$ cat src/core/ldr_defs.svh
// Constants for the regulator control register bank.
`ifndef LDR_DEFS_SVH
`define LDR_DEFS_SVH

// ==========================================================================
// Register indices; the byte address of each is four times its index.
`define LDR_IDX_A_CTRL    8'h59
`define LDR_IDX_B_VSEL    8'h60
`define LDR_IDX_B_CTRL    8'h61
`define LDR_IDX_C_VSEL    8'h68
`define LDR_IDX_C_CTRL    8'h69
`define LDR_IDX_D_VSEL    8'h70
`define LDR_IDX_D_CTRL    8'h71
`define LDR_IDX_E_VSEL    8'h80
`define LDR_IDX_NONE      8'h00

// ==========================================================================
// Field positions inside the byte-wide registers.
`define LDR_VCODE_MSB     5
`define LDR_VCODE_LSB     0
`define LDR_EN_BIT        7
`define LDR_DIS_BIT       2
`define LDR_FIE_BIT       1
`define LDR_PG_BIT        0

// ==========================================================================
// Reset values of the writable fields.
`define LDR_RST_VCODE     6'h00
`define LDR_RST_EN        1'h0
`define LDR_RST_DIS       1'h0
`define LDR_RST_FIE       1'h0

// ==========================================================================
// Bus geometry and responses.
`define LDR_ADDR_W        12
`define LDR_NUM_CHAN      5
`define LDR_RESP_OKAY     2'h0
`define LDR_RESP_DECERR   2'h3

`endif

$ cat src/core/ldr_pkg.sv
// Types shared by the regulator control register bank.
`include "ldr_defs.svh"
package ldr_pkg;

   // ========================================================================
   // Write and read channel states, one-hot.
   typedef enum logic [1:0] {
      LDR_W_COLLECT = 2'h1,
      LDR_W_RESP    = 2'h2
   } ldr_wr_state_t;

   typedef enum logic [1:0] {
      LDR_R_IDLE = 2'h1,
      LDR_R_DATA = 2'h2
   } ldr_rd_state_t;

   // ========================================================================
   // State of one regulator channel.
   typedef struct packed {
      logic [5:0] vcode;
      logic       en;
      logic       dis;
      logic       fie;
      logic       pg_meta;
      logic       pg_sync;
      logic       dis_on;
   } ldr_chan_t;

   // ========================================================================
   // State of the bus slave.
   typedef struct packed {
      ldr_wr_state_t            wst;
      ldr_rd_state_t            rdst;
      logic                     awready;
      logic                     wready;
      logic                     arready;
      logic                     aw_held;
      logic                     w_held;
      logic [`LDR_ADDR_W-1:0]   awaddr;
      logic [7:0]               wdata;
      logic                     wlane0;
      logic                     bvalid;
      logic [1:0]               bresp;
      logic                     rvalid;
      logic [31:0]              rdata;
      logic [1:0]               rresp;
   } ldr_axi_t;

endpackage

$ cat src/core/ldr_chan.sv
// One regulator channel: voltage code, control bits and power-good sync.
`timescale 1ns/100ps
`include "ldr_defs.svh"
module ldr_chan #(
   parameter bit HAS_VSEL = 1'b1,
   parameter bit HAS_CTRL = 1'b1
) (
   input  wire logic        aclk,
   input  wire logic        aresetn,
   input  wire logic        vsel_we,
   input  wire logic        ctrl_we,
   input  wire logic [7:0]  wdata,
   input  wire logic        pgood_pin,
   output logic      [7:0]  vsel_rd,
   output logic      [7:0]  ctrl_rd,
   output logic      [5:0]  voltage_code,
   output logic             enable,
   output logic             discharge_en,
   output logic             fault_ie,
   output logic             discharge_active
);

   ldr_pkg::ldr_chan_t st_ff;
   ldr_pkg::ldr_chan_t nxt_st;

   // ========================================================================
   // Next state: register writes, power-good synchroniser, discharge drive.
   always_comb begin
      nxt_st = st_ff;
      if (HAS_VSEL && vsel_we) begin
         nxt_st.vcode = wdata[`LDR_VCODE_MSB:`LDR_VCODE_LSB]; // RULE_01
      end
      if (HAS_CTRL && ctrl_we) begin
         nxt_st.en  = wdata[`LDR_EN_BIT];  // RULE_02
         nxt_st.dis = wdata[`LDR_DIS_BIT]; // RULE_03
         nxt_st.fie = wdata[`LDR_FIE_BIT]; // RULE_04
      end
      nxt_st.pg_meta = pgood_pin;
      nxt_st.pg_sync = st_ff.pg_meta;
      // Discharge only while switched off and discharge is allowed.
      nxt_st.dis_on = nxt_st.dis & ~nxt_st.en; // RULE_03
   end

   // Registers the channel state; synchronous active-low reset.
   always_ff @(posedge aclk) begin
      if (!aresetn) begin
         st_ff <= '{vcode: `LDR_RST_VCODE, en: `LDR_RST_EN,
                    dis: `LDR_RST_DIS, fie: `LDR_RST_FIE,
                    pg_meta: 1'h0, pg_sync: 1'h0, dis_on: 1'h0};
      end else begin
         st_ff <= nxt_st;
      end
   end

   // ========================================================================
   // Read views; reserved bits are constant zero and ignore writes.
   always_comb begin
      vsel_rd = 8'h00;
      ctrl_rd = 8'h00;
      if (HAS_VSEL) begin
         vsel_rd[`LDR_VCODE_MSB:`LDR_VCODE_LSB] = st_ff.vcode; // RULE_06
      end
      if (HAS_CTRL) begin
         ctrl_rd[`LDR_EN_BIT]  = st_ff.en;
         ctrl_rd[`LDR_DIS_BIT] = st_ff.dis;
         ctrl_rd[`LDR_FIE_BIT] = st_ff.fie;
         ctrl_rd[`LDR_PG_BIT]  = st_ff.pg_sync; // RULE_05
      end
   end

   // Outputs to the analog regulator, each straight from a flip-flop.
   assign voltage_code     = st_ff.vcode;
   assign enable           = st_ff.en;
   assign discharge_en     = st_ff.dis;
   assign fault_ie         = st_ff.fie;
   assign discharge_active = st_ff.dis_on;

   // ========================================================================
   // Checks on the channel.
   AST_VCODE_WRITE: assert property ( // RULE_01
      @(posedge aclk) disable iff (!aresetn)
      (HAS_VSEL && vsel_we) |=> (voltage_code == $past(wdata[5:0])))
      else $error("Voltage code did not take the written value.");

   AST_ENABLE_WRITE: assert property ( // RULE_02
      @(posedge aclk) disable iff (!aresetn)
      (HAS_CTRL && ctrl_we) |=> (enable == $past(wdata[7])))
      else $error("Enable did not take the written value.");

   AST_DISCHARGE: assert property ( // RULE_03
      @(posedge aclk) disable iff (!aresetn)
      (HAS_CTRL && ctrl_we) |=>
         (discharge_active == ($past(wdata[2]) && !$past(wdata[7]))))
      else $error("Discharge drive disagrees with the control bits.");

   AST_FAULT_WRITE: assert property ( // RULE_04
      @(posedge aclk) disable iff (!aresetn)
      (HAS_CTRL && ctrl_we) |=>
         (fault_ie == $past(wdata[1]) && discharge_en == $past(wdata[2])))
      else $error("Fault or discharge bit did not take the written value.");

   AST_FAULT_ENABLE: assert property ( // RULE_04
      @(posedge aclk) disable iff (!aresetn)
      (!ctrl_we && !vsel_we) |=> ($stable(fault_ie) && $stable(enable)))
      else $error("Control bit changed without a write.");

   AST_PGOOD: assert property ( // RULE_05
      @(posedge aclk) disable iff (!aresetn)
      (HAS_CTRL && $past(aresetn) && $past(aresetn, 2)) |->
         (ctrl_rd[0] == $past(pgood_pin, 2)))
      else $error("Power-good read does not follow the input.");

   AST_RESERVED: assert property ( // RULE_06
      @(posedge aclk) disable iff (!aresetn)
      (vsel_rd[7:6] == 2'h0) && (ctrl_rd[6:3] == 4'h0))
      else $error("Reserved bit reads as one.");

endmodule

$ cat src/core/ldr_regs.sv
// AXI4-Lite register bank for five linear regulators.
//
// Contract
// [RULE_01] Voltage register holds a read/write 6-bit output code in bits 5:0.
// [RULE_02] Control bit 7 is read/write enable: 1 turns regulator on, 0 off.
// [RULE_03] Control bit 2 enables output discharge while shut down.
// [RULE_04] Control bit 1 lets regulator faults raise interrupts when set.
// [RULE_05] Control bit 0 is read-only power-good, 1 above threshold.
// [RULE_06] Reserved bits are read-only, ignore writes and read as zero.
//
// Our own choice: the AXI4-Lite register port.
`timescale 1ns/100ps
`include "ldr_defs.svh"
module ldr_regs (
   input  wire logic                     aclk,
   input  wire logic                     aresetn,
   input  wire logic [`LDR_ADDR_W-1:0]   s_axi_awaddr,
   input  wire logic [2:0]               s_axi_awprot,
   input  wire logic                     s_axi_awvalid,
   output logic                          s_axi_awready,
   input  wire logic [31:0]              s_axi_wdata,
   input  wire logic [3:0]               s_axi_wstrb,
   input  wire logic                     s_axi_wvalid,
   output logic                          s_axi_wready,
   output logic      [1:0]               s_axi_bresp,
   output logic                          s_axi_bvalid,
   input  wire logic                     s_axi_bready,
   input  wire logic [`LDR_ADDR_W-1:0]   s_axi_araddr,
   input  wire logic [2:0]               s_axi_arprot,
   input  wire logic                     s_axi_arvalid,
   output logic                          s_axi_arready,
   output logic      [31:0]              s_axi_rdata,
   output logic      [1:0]               s_axi_rresp,
   output logic                          s_axi_rvalid,
   input  wire logic                     s_axi_rready,
   input  wire logic [4:0]               power_good_in,
   output logic      [29:0]              output_voltage_code,
   output logic      [4:0]               regulator_enable,
   output logic      [4:0]               shutdown_discharge_enable,
   output logic      [4:0]               fault_interrupt_enable,
   output logic      [4:0]               discharge_active
);

   // ========================================================================
   // Channel map: index 0 is regulator A through index 4 for regulator E.
   localparam logic [4:0] HAS_V = 5'h1E;
   localparam logic [4:0] HAS_C = 5'h0F;
   localparam logic [7:0] IDX_V [`LDR_NUM_CHAN] = '{
      `LDR_IDX_NONE, `LDR_IDX_B_VSEL, `LDR_IDX_C_VSEL,
      `LDR_IDX_D_VSEL, `LDR_IDX_E_VSEL};
   localparam logic [7:0] IDX_C [`LDR_NUM_CHAN] = '{
      `LDR_IDX_A_CTRL, `LDR_IDX_B_CTRL, `LDR_IDX_C_CTRL,
      `LDR_IDX_D_CTRL, `LDR_IDX_NONE};

   ldr_pkg::ldr_axi_t st_ff;
   ldr_pkg::ldr_axi_t nxt_st;

   logic [7:0] vsel_rd [`LDR_NUM_CHAN];
   logic [7:0] ctrl_rd [`LDR_NUM_CHAN];
   logic [4:0] vsel_we;
   logic [4:0] ctrl_we;
   logic       do_write;
   logic       wr_hit;
   logic       rd_hit;
   logic [7:0] rd_byte;

   // Byte address of a register from its index; only aligned words match.
   function automatic logic reg_hit(
      input logic [`LDR_ADDR_W-1:0] addr,
      input logic [7:0]             idx
   );
      reg_hit = (addr == {2'h0, idx, 2'h0});
   endfunction

   // ========================================================================
   // Write decode: a write with byte lane 0 strobed is applied once both address and data are held.
   always_comb begin
      do_write = (st_ff.wst == ldr_pkg::LDR_W_COLLECT) &&
                 st_ff.aw_held && st_ff.w_held;
      wr_hit   = 1'b0;
      vsel_we  = 5'h00;
      ctrl_we  = 5'h00;
      for (int i = 0; i < `LDR_NUM_CHAN; i++) begin
         if (HAS_V[i] && reg_hit(st_ff.awaddr, IDX_V[i])) begin
            wr_hit     = 1'b1;
            vsel_we[i] = do_write && st_ff.wlane0; // RULE_01
         end else if (HAS_C[i] && reg_hit(st_ff.awaddr, IDX_C[i])) begin
            wr_hit     = 1'b1;
            ctrl_we[i] = do_write && st_ff.wlane0; // RULE_02
         end
      end
   end

   // Read decode straight from the offered read address.
   always_comb begin
      rd_hit  = 1'b0;
      rd_byte = 8'h00;
      for (int i = 0; i < `LDR_NUM_CHAN; i++) begin
         if (HAS_V[i] && reg_hit(s_axi_araddr, IDX_V[i])) begin
            rd_hit  = 1'b1;
            rd_byte = vsel_rd[i];
         end else if (HAS_C[i] && reg_hit(s_axi_araddr, IDX_C[i])) begin
            rd_hit  = 1'b1;
            rd_byte = ctrl_rd[i]; // RULE_05
         end
      end
   end

   // ========================================================================
   // Next state of the write channel: address and data may come in any order.
   always_comb begin
      nxt_st = st_ff;
      case (st_ff.wst)
         ldr_pkg::LDR_W_COLLECT: begin
            if (s_axi_awvalid && st_ff.awready) begin
               nxt_st.aw_held = 1'b1;
               nxt_st.awready = 1'b0;
               nxt_st.awaddr  = s_axi_awaddr;
            end
            if (s_axi_wvalid && st_ff.wready) begin
               nxt_st.w_held = 1'b1;
               nxt_st.wready = 1'b0;
               nxt_st.wdata  = s_axi_wdata[7:0];
               nxt_st.wlane0 = s_axi_wstrb[0];
            end
            if (do_write) begin
               nxt_st.bvalid = 1'b1;
               nxt_st.bresp  = wr_hit ? `LDR_RESP_OKAY : `LDR_RESP_DECERR;
               nxt_st.wst    = ldr_pkg::LDR_W_RESP;
            end
         end
         ldr_pkg::LDR_W_RESP: begin
            if (s_axi_bready) begin
               nxt_st.bvalid  = 1'b0;
               nxt_st.aw_held = 1'b0;
               nxt_st.w_held  = 1'b0;
               nxt_st.awready = 1'b1;
               nxt_st.wready  = 1'b1;
               nxt_st.wst     = ldr_pkg::LDR_W_COLLECT;
            end
         end
         default: begin
            nxt_st.wst = ldr_pkg::LDR_W_COLLECT;
         end
      endcase

      // Read channel: one cycle from address taken to data valid.
      case (st_ff.rdst)
         ldr_pkg::LDR_R_IDLE: begin
            if (s_axi_arvalid) begin
               nxt_st.arready = 1'b0;
               nxt_st.rvalid  = 1'b1;
               nxt_st.rdata   = {24'h000000, rd_byte}; // RULE_06
               nxt_st.rresp   = rd_hit ? `LDR_RESP_OKAY : `LDR_RESP_DECERR;
               nxt_st.rdst    = ldr_pkg::LDR_R_DATA;
            end
         end
         ldr_pkg::LDR_R_DATA: begin
            if (s_axi_rready) begin
               nxt_st.rvalid  = 1'b0;
               nxt_st.arready = 1'b1;
               nxt_st.rdst    = ldr_pkg::LDR_R_IDLE;
            end
         end
         default: begin
            nxt_st.rdst = ldr_pkg::LDR_R_IDLE;
         end
      endcase
   end

   // Registers the slave state; ready outputs come up high after reset.
   always_ff @(posedge aclk) begin
      if (!aresetn) begin
         st_ff <= '{wst: ldr_pkg::LDR_W_COLLECT, rdst: ldr_pkg::LDR_R_IDLE,
                    awready: 1'b1, wready: 1'b1, arready: 1'b1,
                    aw_held: 1'b0, w_held: 1'b0, awaddr: '0, wdata: 8'h00,
                    wlane0: 1'b0, bvalid: 1'b0, bresp: `LDR_RESP_OKAY,
                    rvalid: 1'b0, rdata: 32'h00000000,
                    rresp: `LDR_RESP_OKAY};
      end else begin
         st_ff <= nxt_st;
      end
   end

   // Bus outputs, each straight from a flip-flop.
   assign s_axi_awready = st_ff.awready;
   assign s_axi_wready  = st_ff.wready;
   assign s_axi_bvalid  = st_ff.bvalid;
   assign s_axi_bresp   = st_ff.bresp;
   assign s_axi_arready = st_ff.arready;
   assign s_axi_rvalid  = st_ff.rvalid;
   assign s_axi_rdata   = st_ff.rdata;
   assign s_axi_rresp   = st_ff.rresp;

   // ========================================================================
   // One channel per regulator; absent registers are left out by parameter.
   for (genvar g = 0; g < `LDR_NUM_CHAN; g++) begin : g_chan
      ldr_chan #(
         .HAS_VSEL (HAS_V[g]),
         .HAS_CTRL (HAS_C[g])
      ) u_chan (
         .aclk             (aclk),
         .aresetn          (aresetn),
         .vsel_we          (vsel_we[g]),
         .ctrl_we          (ctrl_we[g]),
         .wdata            (st_ff.wdata),
         .pgood_pin        (power_good_in[g]),
         .vsel_rd          (vsel_rd[g]),
         .ctrl_rd          (ctrl_rd[g]),
         .voltage_code     (output_voltage_code[g*6 +: 6]),
         .enable           (regulator_enable[g]),
         .discharge_en     (shutdown_discharge_enable[g]),
         .fault_ie         (fault_interrupt_enable[g]),
         .discharge_active (discharge_active[g])
      );
   end

   // ========================================================================
   // Checks on the bus slave and the register views.
   AST_BVALID_HOLD: assert property ( // RULE_02
      @(posedge aclk) disable iff (!aresetn)
      (s_axi_bvalid && !s_axi_bready) |=> s_axi_bvalid)
      else $error("Write response dropped before it was taken.");

   AST_WRITE_TO_RESP: assert property ( // RULE_01
      @(posedge aclk) disable iff (!aresetn)
      (vsel_we != 5'h00 || ctrl_we != 5'h00) |=>
         (s_axi_bvalid && s_axi_bresp == `LDR_RESP_OKAY))
      else $error("Register write not answered with OKAY.");

   AST_READ_LATENCY: assert property ( // RULE_05
      @(posedge aclk) disable iff (!aresetn)
      (s_axi_arvalid && s_axi_arready) |=> (s_axi_rvalid && !s_axi_arready))
      else $error("Read data not valid one cycle after the address.");

   AST_RDATA_UPPER: assert property ( // RULE_06
      @(posedge aclk) disable iff (!aresetn)
      s_axi_rvalid |-> (s_axi_rdata[31:8] == 24'h000000))
      else $error("Upper read data bits not zero.");

   AST_UNMAPPED_READ: assert property ( // RULE_06
      @(posedge aclk) disable iff (!aresetn)
      (s_axi_arvalid && s_axi_arready && !rd_hit) |=>
         (s_axi_rresp == `LDR_RESP_DECERR && s_axi_rdata == 32'h00000000))
      else $error("Unmapped read not answered with a decode error.");

   AST_WRITE_READY: assert property ( // RULE_02
      @(posedge aclk) disable iff (!aresetn)
      (s_axi_bvalid && s_axi_bready) |=>
         (!s_axi_bvalid && s_axi_awready && s_axi_wready))
      else $error("Write channel not ready again after the response.");

   AST_READ_READY: assert property ( // RULE_05
      @(posedge aclk) disable iff (!aresetn)
      (s_axi_rvalid && s_axi_rready) |=> (!s_axi_rvalid && s_axi_arready))
      else $error("Read channel not ready again after the data.");

endmodule

$ cat config.mk
export PLATFORM = sky130hd
export DESIGN_NAME = ldr_regs
export DESIGN_NICKNAME = d
export VERILOG_FILES = /design/src/core/ldr_pkg.sv /design/src/core/ldr_chan.sv /design/src/core/ldr_regs.sv
export VERILOG_INCLUDE_DIRS = /design/src /design/src/core
export SDC_FILE = /design/constraint.sdc
export NUM_CORES = 1
export LEC_CHECK = 0
export ABC_AREA = 1
export BUFFER_PORTS_ARGS = -buffer_cell sky130_fd_sc_hd__buf_4
export CAP_MARGIN = 20
export CORE_MARGIN = 3
export CORE_UTILIZATION = 40
export CTS_CLUSTER_DIAMETER = 150
export CTS_CLUSTER_SIZE = 16
export DETAILED_ROUTE_END_ITERATION = 6
export GPL_ROUTABILITY_DRIVEN = 0
export PLACE_DENSITY_LB_ADDON = 0.05
export SLEW_MARGIN = 20
export SYNTH_ARGS = -nofsm -noshare
export SYNTH_HDL_FRONTEND = slang
export SYNTH_SLANG_ARGS = --single-unit
$ cat constraint.sdc
create_clock -name aclk -period 2.7 [get_ports aclk]
set_clock_uncertainty 0.1 [all_clocks]
set_input_delay 0.27 -clock aclk [delete_from_list [all_inputs] [get_ports aclk]]
set_output_delay 0.27 -clock aclk [all_outputs]
set_load 0.02 [all_outputs]
==> flow_summary.toml <==
[logic_synthesis]
synth_seq_area_share_pct = 42.0
synth-simple-area-share_pct = 23.1
ys_seq_elements = 88
synth_edf_count = 0
yosys.area_share.xor_xnor_pct = 0
async_flop_share_pct = 0
yosys.area_share.adder_pct = 0
syn_avg_cell_area_um2 = 7.50
yosys_warnings = 0
synth_top_family_by_area = "simple AND/OR/NAND/NOR gates"
muxShareOfSynthArea_pct = 0
synth-compound-area-share_pct = 15.4
syn_area_um2 = 4190
ys_types = 29
netlist_instances = 559
synth_top_flop_cell = "dfxtp_1"

[setup_path]
critPathRequiredTime_ns = 2.88
worstPathMaxFanout = 12
endpoint_kind = "flip-flop"
cp_data_arrival_time_ns = 2.05
crit_type = "flip-flop to flip-flop"
worstSetupStartpointType = "flip-flop"

[clock_network]
post-cts-setup-buffers = 0
htreeDepth = 3
clk_latency_ns = 0.35
cts_tree = "yes"
ctsRootBufferMaster = "clkbuf_8"
cts_made_buffers = 9
clock_sinks = 88
clkTransAtPathRegs_ns = 0.09
cts.path.max_buffers = 2

[route]
dr.pass1.iters = 4
drc = 0
avgRoutedWirePerCell_um = 13.3
num_vias = 3626
drtIter0Drc = 159
ant_nets = 0
vias_per_cell = 4.73
finalWirelength_um = 10200

[global_route]
busiest_layer = "met2"
grt_util_all_layers_pct = 17.7
antenna_found_initial = 0
use_met3_pct = 4.72
grt_max_degree = 46
grt_pass1_vias = 3309
met1_usage_pct = 23.7
grt.overflow.total = 0
grt_pass1_wl_um = 16200
use_met2_pct = 27.9

[hold_path]
hp-class = "primary input to flip-flop"

[timing]
max_slew_margin_pct = 48.8
hold_viol_final = 0
rsz0062_at_grt = "false"
min_period_ns = 1.87
fmax_mhz = 534
setup_viol = 0
totalNegativeSetupSlack_ns = 0
maxSlewViolCount = 0
min_period_over_period_pct = 69.3
worstMarginPinSlew_ns = 0.766

[run_status]
run_status = "complete, no violations"

[pwr]
leakagePower_nw = 2.25
p_total_w = 0.00272
peakVddDrop_mv = 0.250
p_per_area_nw_per_um2 = 548

[floorplan]
num_rows = 36
die_w_um = 108
core_area_um2 = 10000
io_pins = 169
dieArea_um2 = 11700
start_util_pct = 41.9
fp.dieH_um = 108

[placed_design]
place_hpwl_um = 7700
io_buffer_count = 98

[cells_and_area]
areaGrowthSynthToFinish_pct = 18.2
final_common_cell = "buf_4"
final_nets = 707
diodes = 0
layout_common_cells = "buf_4, dfxtp_1, nand2_1"
drive_above_1_share_pct = 24.1

[run]
cap_violations = 0
[worst max-delay path: stages (launching register included)]
cell and delay (ns):
dfxtp_1 0.41, inv_1 0.11, nor3_2 0.20, nand2_1 0.13, nor3_2 0.54, o21ai_0 0.17, a21oi_1 0.14
[metal layers]
| metal | part of all wire [%] | vias to the layer above |
|---|---|---|
| met4 | 0.90 | 0 |
| met1 | 46 | 1652 |
| met2 | 47 | 109 |
| met5 | 0 | - |
| li1 | - | 1859 |
| met3 | 6.4 | 6 |
[report_power, final]
part           total, W  leakage (nW)  internal, W  switching (W)
sequential      0.00138         0.718      0.00135      0.0000326
combinational  0.000326          1.43     0.000111       0.000215
clock           0.00101         0.107     0.000551       0.000459
total           0.00272          2.25      0.00201       0.000707
[repair_timing]
action / in CTS / in global routing
hold buffers: 4 / 0
endpoints found under the hold margin: 4 / 0
gates resized for setup: 0 / 0
[flip-flops by register name, summed over array words and instances (netlist names), 4 cells and up]
register,cells
g_chan.u_chan.voltage_code,24
s_axi_rdata,7
g_chan.u_chan.nxt_st,4
g_chan.u_chan.enable,4
g_chan.u_chan.ctrl_rd,4
st_ff,26
g_chan.u_chan.fault_ie,4
g_chan.u_chan.discharge_active,4
g_chan.u_chan.discharge_en,4
[cell usage after synthesis (6+ instances only)]
library cell,instances,share of area [%]
dfxtp_1,88,42
nand2_1,77,6.9
buf_4,64,11
a21oi_1,61,7.3
inv_1,59,5.3
o21ai_0,56,6.7
nor2_1,41,3.7
nand3_1,25,3.0
clkbuf_1,12,1.1
nand4_1,10,1.5
nor3_1,9,1.1
inv_2,7,0.63
nand2_2,6,0.90
nor2_2,6,0.90
nor2_4,6,1.6
[final timing paths]
| check | startpoint | endpoint | slack (ns) | cells past startpoint |
|---|---|---|---|---|
| setup / recovery | st_ff[54] | g_chan[2].u_chan.voltage_code[3] | 0.83 | 6 |
| hold / removal | s_axi_awaddr[8] | st_ff[55] | 0.07 | 3 |
| setup reg to reg | st_ff[54] | g_chan[2].u_chan.voltage_code[3] | 0.83 | 6 |
| hold reg to reg | g_chan[1].u_chan.nxt_st[1] | g_chan[1].u_chan.ctrl_rd[0] | 0.31 | 2 |
[logic make-up (layout without fill, tap and decap cells)]
kind of cell,after synthesis,count (layout)
and+or+nand+nor,196,196
buffers and inverters,149,190
other,1,35
AOI/OAI and AO/OA,125,125
DFF,88,88
[cell type report]
class,count,area [um^2]
flip-flops and latches,88,1760
fillers,1014,5050
well taps,133,166
repair buffers,105,798
inverters,69,259
multi-input cells,356,1750
clock inverters,4,76.3
clock buffers,12,145
[stage by stage]
step	cell area [um^2]	setup WS (ns)	utilization, %	instances	hold WS, ns
6_report	4950	0.829	49.5	767	0.0724
5_1_grt	4950	0.554	49.5	767	0.0681
4_1_cts	4950	0.834	49.5	767	0.0501
3_5_place_dp	4690	0.837	46.9	747	0.299
3_3_place_gp	4690	0.852	46.9	747	0.294
2_1_floorplan	4320	1.26	-	593	0.268
No activity file was read; power rests on OpenSTA's default activity.
